--- src/vccd_cfg.svh ---
// constants for the oscillator calibration and clock divider block
// =====================================================================
`ifndef VCCD_CFG_SVH
`define VCCD_CFG_SVH

// =====================================================================
// register indices, byte address is four times the index
`define VCCD_IDX_CAL_CTRL 10'h018
`define VCCD_IDX_READBACK 10'h01f
`define VCCD_IDX_PREDIV 10'h1e0
`define VCCD_IDX_SRC_SEL 10'h1e1
`define VCCD_IDX_UPDATE 10'h232
`define VCCD_IDX_DIV_BASE 10'h300
`define VCCD_IDX_RDIV 10'h310

// =====================================================================
// field positions and reset values
`define VCCD_CAL_START_BIT 0
`define VCCD_CAL_DONE_BIT 6
`define VCCD_NUM_DIV 7
`define VCCD_RST_CAL_CTRL 3'h0
`define VCCD_RST_SRC_SEL 2'h1
`define VCCD_RST_PREDIV 3'h2
`define VCCD_RST_RDIV 14'h0001
`define VCCD_RST_DIV_CFG 16'h0000
`define VCCD_PREDIV_MIN 3'h2
`define VCCD_PREDIV_MAX 3'h6

// =====================================================================
// timing counts
`define VCCD_CAL_CYCLES 13'd4400

`endif

--- src/vccd_pkg.sv ---
// types shared by the oscillator calibration and clock divider block
package vccd_pkg;
  typedef enum logic [2:0] {
    VCCD_IDLE, VCCD_SYNC, VCCD_CAL, VCCD_RELEASE, VCCD_CLOSE
  } vccd_cal_state_t;
  typedef enum logic [1:0] {
    VCCD_SRC_EXT_PREDIV = 2'h0,
    VCCD_SRC_EXT_DIRECT = 2'h1,
    VCCD_SRC_OSC_PREDIV = 2'h2,
    VCCD_SRC_BAD = 2'h3
  } vccd_src_t;
endpackage

--- src/vccd_chan_div.sv ---
// one channel divider stage with phase offset, start level and dcc
`timescale 1ns/1ps
`include "vccd_cfg.svh"
module vccd_chan_div (
  input wire logic hclk,
  input wire logic hresetn,
  input wire logic sync,
  input wire logic in_tick,
  input wire logic [3:0] high_cnt,
  input wire logic [3:0] low_cnt,
  input wire logic [4:0] phase,
  input wire logic bypass,
  input wire logic dcc_off,
  input wire logic start_high,
  output logic out_level,
  output logic out_rise
);
  import vccd_pkg::*;
  logic level, waiting;
  logic [4:0] cnt;
  logic next_level, next_waiting, next_fall_hold;
  logic [4:0] next_cnt;
  logic next_out_level, next_out_rise;
  logic [4:0] span;
  logic dcc_on;

  // largest offset is one less than the division
  assign span = 5'(high_cnt) + 5'(low_cnt) + 5'h01;
  // correction only applies to odd ratios set as low = high + 1
  assign dcc_on = !dcc_off && (5'(low_cnt) == 5'(high_cnt) + 5'h01);

  // =====================================================================
  // phase counting and high/low sequencing
  always_comb begin
    next_level = level;
    next_waiting = waiting;
    next_cnt = cnt;
    next_fall_hold = 1'b0;
    next_out_rise = 1'b0;
    if (sync) begin
      next_level = start_high;
      next_waiting = 1'b1;
      next_cnt = (phase > span) ? span : phase;
    end else if (in_tick) begin
      if (waiting) begin
        if (cnt == 5'h00) begin
          next_waiting = 1'b0;
          next_cnt = level ? 5'(high_cnt) : 5'(low_cnt);
        end else begin
          next_cnt = cnt - 5'h01;
        end
      end else if (cnt == 5'h00) begin
        next_level = !level;
        next_cnt = level ? 5'(low_cnt) : 5'(high_cnt);
        next_out_rise = !level;
        next_fall_hold = level && dcc_on;
      end else begin
        next_cnt = cnt - 5'h01;
      end
    end
    // bypass is ratio one: the input tick is the output
    if (bypass) begin
      next_out_level = sync ? start_high : in_tick;
      next_out_rise = in_tick && !sync;
    end else begin
      // falling edge held one clock cycle late to even the duty
      next_out_level = next_level || next_fall_hold;
    end
  end

  always_ff @(posedge hclk or negedge hresetn) begin
    if (!hresetn) begin
      level <= 1'b0;
      waiting <= 1'b1;
      cnt <= 5'h00;
      out_level <= 1'b0;
      out_rise <= 1'b0;
    end else begin
      level <= next_level;
      waiting <= next_waiting;
      cnt <= next_cnt;
      out_level <= next_out_level;
      out_rise <= next_out_rise;
    end
  end
endmodule

--- src/vccd_tick_div.sv ---
// event divider: one output tick for every ratio input ticks
`timescale 1ns/1ps
module vccd_tick_div (
  input wire logic hclk,
  input wire logic hresetn,
  input wire logic clear,
  input wire logic in_tick,
  input wire logic [13:0] ratio,
  output logic out_tick
);
  import vccd_pkg::*;
  logic [13:0] cnt;
  logic [13:0] next_cnt;
  logic next_out_tick;

  // =====================================================================
  // counter, a ratio of zero or one passes every tick
  always_comb begin
    next_cnt = cnt;
    next_out_tick = 1'b0;
    if (clear) begin
      next_cnt = 14'h0000;
    end else if (in_tick) begin
      if (ratio <= 14'h0001 || cnt >= ratio - 14'h0001) begin
        next_cnt = 14'h0000;
        next_out_tick = 1'b1;
      end else begin
        next_cnt = cnt + 14'h0001;
      end
    end
  end

  always_ff @(posedge hclk or negedge hresetn) begin
    if (!hresetn) begin
      cnt <= 14'h0000;
      out_tick <= 1'b0;
    end else begin
      cnt <= next_cnt;
      out_tick <= next_out_tick;
    end
  end
endmodule

--- src/vccd_top.sv ---
// calibration sequencer, clock source selection and channel dividers
//
// The AHB-Lite slave port was chosen for this implementation.
`timescale 1ns/1ps
`include "vccd_cfg.svh"
module vccd_top (
  input wire logic hclk,
  input wire logic hresetn,
  input wire logic hsel,
  input wire logic [31:0] haddr,
  input wire logic [1:0] htrans,
  input wire logic hwrite,
  input wire logic [2:0] hsize,
  input wire logic [31:0] hwdata,
  input wire logic hready,
  output logic hreadyout,
  output logic hresp,
  output logic [31:0] hrdata,
  input wire logic reference_input,
  input wire logic ext_tick,
  input wire logic osc_tick,
  output logic chan0_out,
  output logic chan1_out,
  output logic chan2_out,
  output logic chan3_out,
  output logic chan4_out,
  output logic dist_sync,
  output logic loop_closed,
  output logic cal_busy
);
  import vccd_pkg::*;

  // =====================================================================
  // helper functions

  // register index of a byte address, all-ones when any address bit above bit 11 is set
  function automatic logic [9:0] reg_index(input logic [31:0] a);
    logic [9:0] idx;
    idx = a[11:2];
    if (a[31:12] != 20'h00000) begin
      idx = 10'h3ff;
    end
    return idx;
  endfunction

  // divider config word: [3:0] high, [7:4] low, [12:8] phase,
  // [13] bypass, [14] dcc off, [15] start high
  function automatic logic [15:0] cfg_word(input logic [31:0] d);
    return d[15:0];
  endfunction

  // =====================================================================
  // bus data phase state
  logic dp_valid, dp_write, rd_done, wr_en, upd;
  logic [9:0] dp_idx, next_dp_idx;
  logic next_dp_valid, next_dp_write, next_rd_done;
  logic [31:0] next_hrdata, rd_value;

  // =====================================================================
  // staged and active registers
  logic [2:0] cal_stage, cal_act, next_cal_stage, next_cal_act;
  logic [1:0] src_stage, src_act, next_src_stage, next_src_act;
  logic [2:0] prediv_stage, prediv_act, next_prediv_stage, next_prediv_act;
  logic [13:0] rdiv_stage, rdiv_act, next_rdiv_stage, next_rdiv_act;
  logic [15:0] div_stage [`VCCD_NUM_DIV], div_act [`VCCD_NUM_DIV];
  logic [15:0] next_div_stage [`VCCD_NUM_DIV], next_div_act [`VCCD_NUM_DIV];

  // =====================================================================
  // reference synchroniser and calibration state
  logic ref_s1, ref_s2, ref_s3, ref_level, next_ref_level, ref_rise;
  vccd_cal_state_t state, next_state;
  logic [12:0] cal_cnt, next_cal_cnt;
  logic cal_done, next_cal_done, cal_go, pfd_tick, cal_tick;
  logic [13:0] cal_ratio;

  // =====================================================================
  // distribution signals
  logic prediv_ok, prediv_tick, dist_tick;
  logic [`VCCD_NUM_DIV-1:0] div_level, div_rise, div_in;

  // =====================================================================
  // ahb-lite slave: writes take no wait, reads one wait state
  assign wr_en = dp_valid && dp_write;
  assign hresp = 1'b0;
  // the wait lets a write just before a read land before the read
  assign hreadyout = !(dp_valid && !dp_write) || rd_done;

  always_comb begin
    next_dp_valid = dp_valid;
    next_dp_write = dp_write;
    next_dp_idx = dp_idx;
    if (hready) begin
      next_dp_valid = hsel && htrans[1];
      next_dp_write = hwrite;
      next_dp_idx = reg_index(haddr);
    end
    next_rd_done = dp_valid && !dp_write && !rd_done;
    next_hrdata = hrdata;
    if (dp_valid && !dp_write && !rd_done) begin
      next_hrdata = rd_value;
    end
  end

  always_ff @(posedge hclk or negedge hresetn) begin
    if (!hresetn) begin
      dp_valid <= 1'b0;
      dp_write <= 1'b0;
      dp_idx <= 10'h000;
      rd_done <= 1'b0;
      hrdata <= 32'h00000000;
    end else begin
      dp_valid <= next_dp_valid;
      dp_write <= next_dp_write;
      dp_idx <= next_dp_idx;
      rd_done <= next_rd_done;
      hrdata <= next_hrdata;
    end
  end

  // read mux, unmapped addresses read zero
  always_comb begin
    rd_value = 32'h00000000;
    case (dp_idx)
      `VCCD_IDX_CAL_CTRL: rd_value = {29'h0, cal_stage};
      `VCCD_IDX_READBACK: rd_value[`VCCD_CAL_DONE_BIT] = cal_done;
      `VCCD_IDX_PREDIV: rd_value = {29'h0, prediv_stage};
      `VCCD_IDX_SRC_SEL: rd_value = {30'h0, src_stage};
      `VCCD_IDX_RDIV: rd_value = {18'h0, rdiv_stage};
      default: begin
        if (dp_idx >= `VCCD_IDX_DIV_BASE &&
            dp_idx < `VCCD_IDX_DIV_BASE + 10'(`VCCD_NUM_DIV)) begin
          rd_value = {16'h0, div_stage[3'(dp_idx - `VCCD_IDX_DIV_BASE)]};
        end
      end
    endcase
  end

  // =====================================================================
  // register file: writes go to staging, the update strobe copies them
  assign upd = wr_en && dp_idx == `VCCD_IDX_UPDATE && hwdata[0];
  // start only on a 0 to 1 change of the active start bit
  assign cal_go = upd && cal_stage[`VCCD_CAL_START_BIT] &&
                  !cal_act[`VCCD_CAL_START_BIT];

  always_comb begin
    next_cal_stage = cal_stage;
    next_src_stage = src_stage;
    next_prediv_stage = prediv_stage;
    next_rdiv_stage = rdiv_stage;
    next_cal_act = cal_act;
    next_src_act = src_act;
    next_prediv_act = prediv_act;
    next_rdiv_act = rdiv_act;
    for (int i = 0; i < `VCCD_NUM_DIV; i++) begin
      next_div_stage[i] = div_stage[i];
      next_div_act[i] = div_act[i];
    end
    if (wr_en) begin
      case (dp_idx)
        `VCCD_IDX_CAL_CTRL: next_cal_stage = hwdata[2:0];
        `VCCD_IDX_PREDIV: next_prediv_stage = hwdata[2:0];
        `VCCD_IDX_SRC_SEL: next_src_stage = hwdata[1:0];
        `VCCD_IDX_RDIV: next_rdiv_stage = hwdata[13:0];
        default: begin
          for (int i = 0; i < `VCCD_NUM_DIV; i++) begin
            if (dp_idx == `VCCD_IDX_DIV_BASE + 10'(i)) begin
              next_div_stage[i] = cfg_word(hwdata);
            end
          end
        end
      endcase
    end
    if (upd) begin
      next_cal_act = cal_stage;
      next_src_act = src_stage;
      next_prediv_act = prediv_stage;
      next_rdiv_act = rdiv_stage;
      for (int i = 0; i < `VCCD_NUM_DIV; i++) begin
        next_div_act[i] = div_stage[i];
      end
    end
  end

  always_ff @(posedge hclk or negedge hresetn) begin
    if (!hresetn) begin
      cal_stage <= `VCCD_RST_CAL_CTRL;
      src_stage <= `VCCD_RST_SRC_SEL;
      prediv_stage <= `VCCD_RST_PREDIV;
      rdiv_stage <= `VCCD_RST_RDIV;
      cal_act <= `VCCD_RST_CAL_CTRL;
      src_act <= `VCCD_RST_SRC_SEL;
      prediv_act <= `VCCD_RST_PREDIV;
      rdiv_act <= `VCCD_RST_RDIV;
      for (int i = 0; i < `VCCD_NUM_DIV; i++) begin
        div_stage[i] <= `VCCD_RST_DIV_CFG;
        div_act[i] <= `VCCD_RST_DIV_CFG;
      end
    end else begin
      cal_stage <= next_cal_stage;
      src_stage <= next_src_stage;
      prediv_stage <= next_prediv_stage;
      rdiv_stage <= next_rdiv_stage;
      cal_act <= next_cal_act;
      src_act <= next_src_act;
      prediv_act <= next_prediv_act;
      rdiv_act <= next_rdiv_act;
      for (int i = 0; i < `VCCD_NUM_DIV; i++) begin
        div_stage[i] <= next_div_stage[i];
        div_act[i] <= next_div_act[i];
      end
    end
  end

  // =====================================================================
  // reference pin: three flops, edge counts once stages two and three
  // agree, so a glitch shorter than a clock never reaches the counters
  assign ref_rise = (ref_s2 == ref_s3) && ref_s3 && !ref_level;

  always_comb begin
    next_ref_level = (ref_s2 == ref_s3) ? ref_s3 : ref_level;
  end

  always_ff @(posedge hclk or negedge hresetn) begin
    if (!hresetn) begin
      ref_s1 <= 1'b0;
      ref_s2 <= 1'b0;
      ref_s3 <= 1'b0;
      ref_level <= 1'b0;
    end else begin
      ref_s1 <= reference_input;
      ref_s2 <= ref_s1;
      ref_s3 <= ref_s2;
      ref_level <= next_ref_level;
    end
  end

  // =====================================================================
  // calibration clock: reference edges over r, then over cal divider
  assign cal_ratio = 14'h0002 << cal_act[2:1];

  vccd_tick_div u_rdiv (
    .hclk(hclk),
    .hresetn(hresetn),
    .clear(1'b0),
    .in_tick(ref_rise),
    .ratio(rdiv_act),
    .out_tick(pfd_tick)
  );

  vccd_tick_div u_caldiv (
    .hclk(hclk),
    .hresetn(hresetn),
    .clear(state != VCCD_CAL),
    .in_tick(pfd_tick),
    .ratio(cal_ratio),
    .out_tick(cal_tick)
  );

  // =====================================================================
  // calibration sequencer: sync, count, release, close the loop
  always_comb begin
    next_state = state;
    next_cal_cnt = cal_cnt;
    next_cal_done = cal_done;
    case (state)
      VCCD_IDLE: begin
        if (cal_go) begin
          next_state = VCCD_SYNC;
          next_cal_done = 1'b0;
        end
      end
      VCCD_SYNC: begin
        next_state = VCCD_CAL;
        next_cal_cnt = 13'h0000;
      end
      VCCD_CAL: begin
        // no reference edges means no progress
        if (cal_tick) begin
          if (cal_cnt == `VCCD_CAL_CYCLES - 13'h0001) begin
            next_state = VCCD_RELEASE;
          end else begin
            next_cal_cnt = cal_cnt + 13'h0001;
          end
        end
      end
      VCCD_RELEASE: next_state = VCCD_CLOSE;
      VCCD_CLOSE: begin
        next_state = VCCD_IDLE;
        next_cal_done = 1'b1;
      end
      default: next_state = VCCD_IDLE;
    endcase
  end

  always_ff @(posedge hclk or negedge hresetn) begin
    if (!hresetn) begin
      state <= VCCD_IDLE;
      cal_cnt <= 13'h0000;
      cal_done <= 1'b0;
      dist_sync <= 1'b0;
      loop_closed <= 1'b1;
      cal_busy <= 1'b0;
    end else begin
      state <= next_state;
      cal_cnt <= next_cal_cnt;
      cal_done <= next_cal_done;
      // outputs held static from sync until the count ends
      dist_sync <= next_state == VCCD_SYNC ||
                   next_state == VCCD_CAL;
      // loop closes only after the sync has been released
      loop_closed <= next_state == VCCD_IDLE;
      cal_busy <= next_state != VCCD_IDLE;
    end
  end

  // =====================================================================
  // clock source and pre-divider; code 11 feeds nothing
  assign prediv_ok = prediv_act >= `VCCD_PREDIV_MIN &&
                     prediv_act <= `VCCD_PREDIV_MAX;

  vccd_tick_div u_prediv (
    .hclk(hclk),
    .hresetn(hresetn),
    .clear(!prediv_ok),
    .in_tick(src_act == VCCD_SRC_OSC_PREDIV ? osc_tick :
             src_act == VCCD_SRC_EXT_PREDIV ? ext_tick : 1'b0),
    .ratio({11'h000, prediv_act}),
    .out_tick(prediv_tick)
  );

  // the oscillator has no path around the pre-divider
  always_comb begin
    case (vccd_src_t'(src_act))
      VCCD_SRC_EXT_PREDIV: dist_tick = prediv_tick && prediv_ok;
      VCCD_SRC_EXT_DIRECT: dist_tick = ext_tick;
      VCCD_SRC_OSC_PREDIV: dist_tick = prediv_tick && prediv_ok;
      default: dist_tick = 1'b0;
    endcase
  end

  // =====================================================================
  // seven divider stages: 0..2 single, 3/4 and 5/6 cascaded pairs
  assign div_in = {div_rise[5], dist_tick, div_rise[3],
                   {4{dist_tick}}};

  for (genvar g = 0; g < `VCCD_NUM_DIV; g++) begin : g_div
    vccd_chan_div u_div (
      .hclk(hclk),
      .hresetn(hresetn),
      .sync(dist_sync),
      .in_tick(div_in[g]),
      .high_cnt(div_act[g][3:0]),
      .low_cnt(div_act[g][7:4]),
      .phase(div_act[g][12:8]),
      .bypass(div_act[g][13]),
      .dcc_off(div_act[g][14]),
      .start_high(div_act[g][15]),
      .out_level(div_level[g]),
      .out_rise(div_rise[g])
    );
  end

  // channel outputs, cascaded channels take the second stage
  assign chan0_out = div_level[0];
  assign chan1_out = div_level[1];
  assign chan2_out = div_level[2];
  assign chan3_out = div_level[4];
  assign chan4_out = div_level[6];
endmodule

--- config.mk ---
export PLATFORM = sky130hd
export DESIGN_NAME = vccd_top
export DESIGN_NICKNAME = d
export VERILOG_FILES = /design/src/vccd_pkg.sv /design/src/vccd_chan_div.sv /design/src/vccd_tick_div.sv /design/src/vccd_top.sv
export VERILOG_INCLUDE_DIRS = /design/src
export SDC_FILE = /design/constraint.sdc
export NUM_CORES = 1
export LEC_CHECK = 0
export CORE_ASPECT_RATIO = 0.5
export CORE_UTILIZATION = 31
export CTS_CLUSTER_DIAMETER = 80
export DETAILED_ROUTE_END_ITERATION = 16
export DONT_BUFFER_PORTS = 1
export MAX_ROUTING_LAYER = met4
export PLACE_DENSITY_LB_ADDON = 0.12
export SETUP_SLACK_MARGIN = 0.1
export SYNTH_ARGS = -nofsm -noshare
export SYNTH_HDL_FRONTEND = slang
export SYNTH_SLANG_ARGS = --single-unit
--- constraint.sdc ---
create_clock -name hclk -period 4.1 [get_ports hclk]
set_input_delay 0.82 -clock hclk [delete_from_list [all_inputs] [get_ports hclk]]
set_output_delay 0.82 -clock hclk [all_outputs]
set_load 0.01 [all_outputs]
==> results.yml <==
run_status:
  status: "finished with violations"
  violations: "design-rule violations"
route:
  antenna_left: 0
  wl_met1_um: 31400
  routed_via_density: 5.04
  top_layer_used: "met4"
  initialDrtViolationCount: 1021
  drt_first_pass_iters: 11
  wl_per_cell_um: 20.2
  routed_wl_um: 62200
  vias: 15500
  drc: 2
  wl_met3_um: 1840
  route.met2.wl_um: 27500
power:
  swShare: 0.234
  powerDensity_nw_per_um2: 362
  power.net_switching_mw: 2.12
  internal_power_mw: 6.94
  power.total_mw: 9.06
  p_seq_frac: 0.489
  p_clk_frac: 0.476
  combPwrFrac: 0.035
  vdd_ir_drop_max_mv: 0.242
  power_leakage_nw: 11.2
finish:
  post-route-util: 0.351
  fillCellCount: 7231
  syn2layout_area_growth_pct: 11.4
  drive_gt1_frac: 0.177
  fin_area_um2: 25000
  layout_commonest_cell: "dfrtp_1"
  mostFrequentLayoutCells: "dfrtp_1 (403), mux2_2 (220), nand2_1 (179)"
  fin_nets: 2280
  layout.cells.non_filler: 3072
timing:
  tns_ns: 0
  fmax_mhz: 303
  maxSlewViolCount: 0
  max_slew_margin: 0.0240
  period_needed_ns: 3.30
  setup_violations: 0
  worstMarginPinSlew_ns: 1.46
  rsz0062_at_grt: "no"
  post-route-period-util: 0.805
  worst_slack_ns: 0.799
  hold_viol: 0
  finClkSkew_ns: 0.0254
  hold_ws_ns: 0.0426
worst_setup_path:
  crit_slowest_cell: "or4_1"
  start_kind: "register"
  reg2reg_to: "u_rdiv.cnt[6]"
  end_kind: "register"
  r2r-start: "rdiv_act[6]"
  rr_worst_depth: 11
  arrival_ns: 3.75
  cp_cell_sequence: "or4_1, or3_1, nor3_1, xnor2_1, ha_1, o21ai_0, o21ai_0, o211ai_1, o211a_1, nand2_1, o311ai_0"
  path_max_fanout: 10
  cp.required_ns: 4.55
  cpPeakStageDelay_ns: 0.62
  critPathKind: "register to register"
  reg2reg_slack_ns: 0.80
  worst_path_most_repeated_cell: "o21ai_0"
place:
  dp.cells: 2985
  pre_cts_slack_ns: 0.742
  io_buffers: 0
  dp_hpwl_um: 42500
  gp_congestion: 0.799
  dpl_cell_area_um2: 23400
global_routing:
  grt_max_degree: 421
  globalRoute.totalOverflow: 0
  grt.total_usage: 0.173
  grt_pass1_vias: 15400
  grt_pass1_wl_um: 95500
  antenna_found_initial: 5
worst_hold_path:
  hold_path.class: "input pin to asynchronous set/reset pin"
floorplan:
  core_um2: 71300
  die_area_um2: 73500
  die_w_um: 382
  initial_core_util: 0.315
  ios: 119
  die_h_um: 192
  placementRows: 69
run:
  maxCapViolations: 0
clocking:
  tritoncts: "built"
  clk_latency_ns: 0.58
  root_buffer: "clkbuf_16"
  cts_buffer_depth: 3
  ctsResizeCount: 0
  post_cts_buffers: 0
  cts_sinks: 420
  cts_buffers: 44
  clk_pin_slew_worst_paths_ns: 0.06
  ctsHtreeMaxLevel: 2
synth:
  ys_types: 82
  syn_inst: 2095
  syn_avg_cell_area_um2: 10.7
  async_reset_ff_frac: 1.00
  ys.flop_type: "dfrtp_1"
  synth_edf_count: 0
  synth.yosys.warnings: 0
  netlist_area_um2: 22400
  synth-seq-cells: 420
  yosysSeqAreaShare: 0.469
[worst max-delay path, delay by kind of cell (launching register included)]
kind / cells / cell delay (ns)
simple gates: 4 / 1.37
compound gates: 5 / 0.99
flops: 1 / 0.41
fa+ha+maj: 1 / 0.26
xor+xnor: 1 / 0.16
[power groups by stage]
stage | clock (mW) | combinational, mW | sequential [mW]
5_1_grt | 4.62 | 0.368 | 4.45
3_5_place_dp | 0 | 0.279 | 4.51
2_1_floorplan | 0 | 0.252 | 4.45
3_3_place_gp | 0 | 0.276 | 4.51
4_1_cts | 4.46 | 0.282 | 4.44
6_report | 4.31 | 0.317 | 4.43
[final cells by class]
| cell class | count | area (um2) | area share |
|---|---|---|---|
| clock inverters | 21 | 268 | 0.0107 |
| repair buffers | 26 | 258 | 0.0103 |
| inverters | 118 | 443 | 0.0177 |
| clock buffers | 59 | 1250 | 0.0499 |
| diodes | 1 | 2.50 | 0.000100 |
| multi-input cells | 1469 | 11100 | 0.442 |
| well taps | 958 | 1200 | 0.0479 |
| flip-flops and latches | 420 | 10500 | 0.421 |
[worst max-delay path by stage]
stage	slack [ns]	to	start	depth (start not counted)
2_1_floorplan	1.15	u_rdiv.cnt[6]	rdiv_act[6]	12
3_3_place_gp	0.79	u_rdiv.cnt[6]	rdiv_act[6]	11
3_5_place_dp	0.74	u_rdiv.cnt[6]	rdiv_act[6]	11
4_1_cts	0.76	u_rdiv.cnt[6]	rdiv_act[6]	11
5_1_grt	0.45	u_rdiv.cnt[6]	rdiv_act[6]	11
6_report	0.80	u_rdiv.cnt[6]	rdiv_act[6]	11
[sequential cells by signal (all words and copies together), names as in the netlist, 3 cells and up]
signal and count:
prediv_stage 3, g_div.u_div.cnt 35, rdiv_act 14, hrdata 16, prediv_act 3, g_div.u_div.level 7, u_prediv.cnt 14, div_act 110
rdiv_stage 14, g_div.u_div.out_level 5, dp_idx 10, cal_stage 3, state 3, g_div.u_div.waiting 7, cal_act 3, cal_cnt 13
u_rdiv.cnt 14, div_stage 112, u_caldiv.cnt 14
[per-layer routing]
layer / up-vias / global-route usage
li1: 7459 / -
met1: 7745 / 0.247
met2: 196 / 0.258
met3: 85 / 0.0234
met4: 0 / 0.0440
met5: - / -
[cells by family after synthesis]
logic type,after synthesis,synth area share
AO/OA/AOI/OAI,412,0.117
XOR/XNOR,82,0.0320
adder cells (fa/ha/maj),124,0.0715
buffers and inverters,222,0.0423
flip-flops,420,0.469
multiplexers,283,0.147
other,1,0.000167
AND/OR/NAND/NOR,551,0.120
[synthesized netlist by cell type, types with 7 or more instances]
cell type | n | area [um2]
a211oi_1 | 38 | 285
a21o_1 | 23 | 173
a21oi_1 | 93 | 465
a221oi_1 | 18 | 158
and3_1 | 16 | 100
buf_1 | 13 | 48.8
buf_2 | 30 | 150
buf_4 | 19 | 143
clkbuf_1 | 41 | 154
dfrtp_1 | 406 | 10200
dfstp_2 | 14 | 368
fa_1 | 7 | 140
ha_1 | 117 | 1460
inv_1 | 117 | 439
mux2_2 | 220 | 2480
mux2i_1 | 47 | 470
mux4_2 | 16 | 360
nand2_1 | 179 | 672
nand2b_1 | 8 | 50.1
nand3_1 | 55 | 275
nand4_1 | 15 | 93.8
nor2_1 | 140 | 526
nor2b_1 | 16 | 100
nor3_1 | 38 | 190
nor3b_1 | 10 | 75.1
nor4_1 | 9 | 56.3
nor4b_1 | 11 | 96.3
o211ai_1 | 26 | 195
o21a_1 | 7 | 52.6
o21ai_0 | 128 | 641
o22a_1 | 11 | 96.3
o22ai_1 | 14 | 87.6
or3_1 | 10 | 62.6
xnor2_1 | 36 | 315
xor2_1 | 46 | 403
Power figures use the tool's default switching activity.
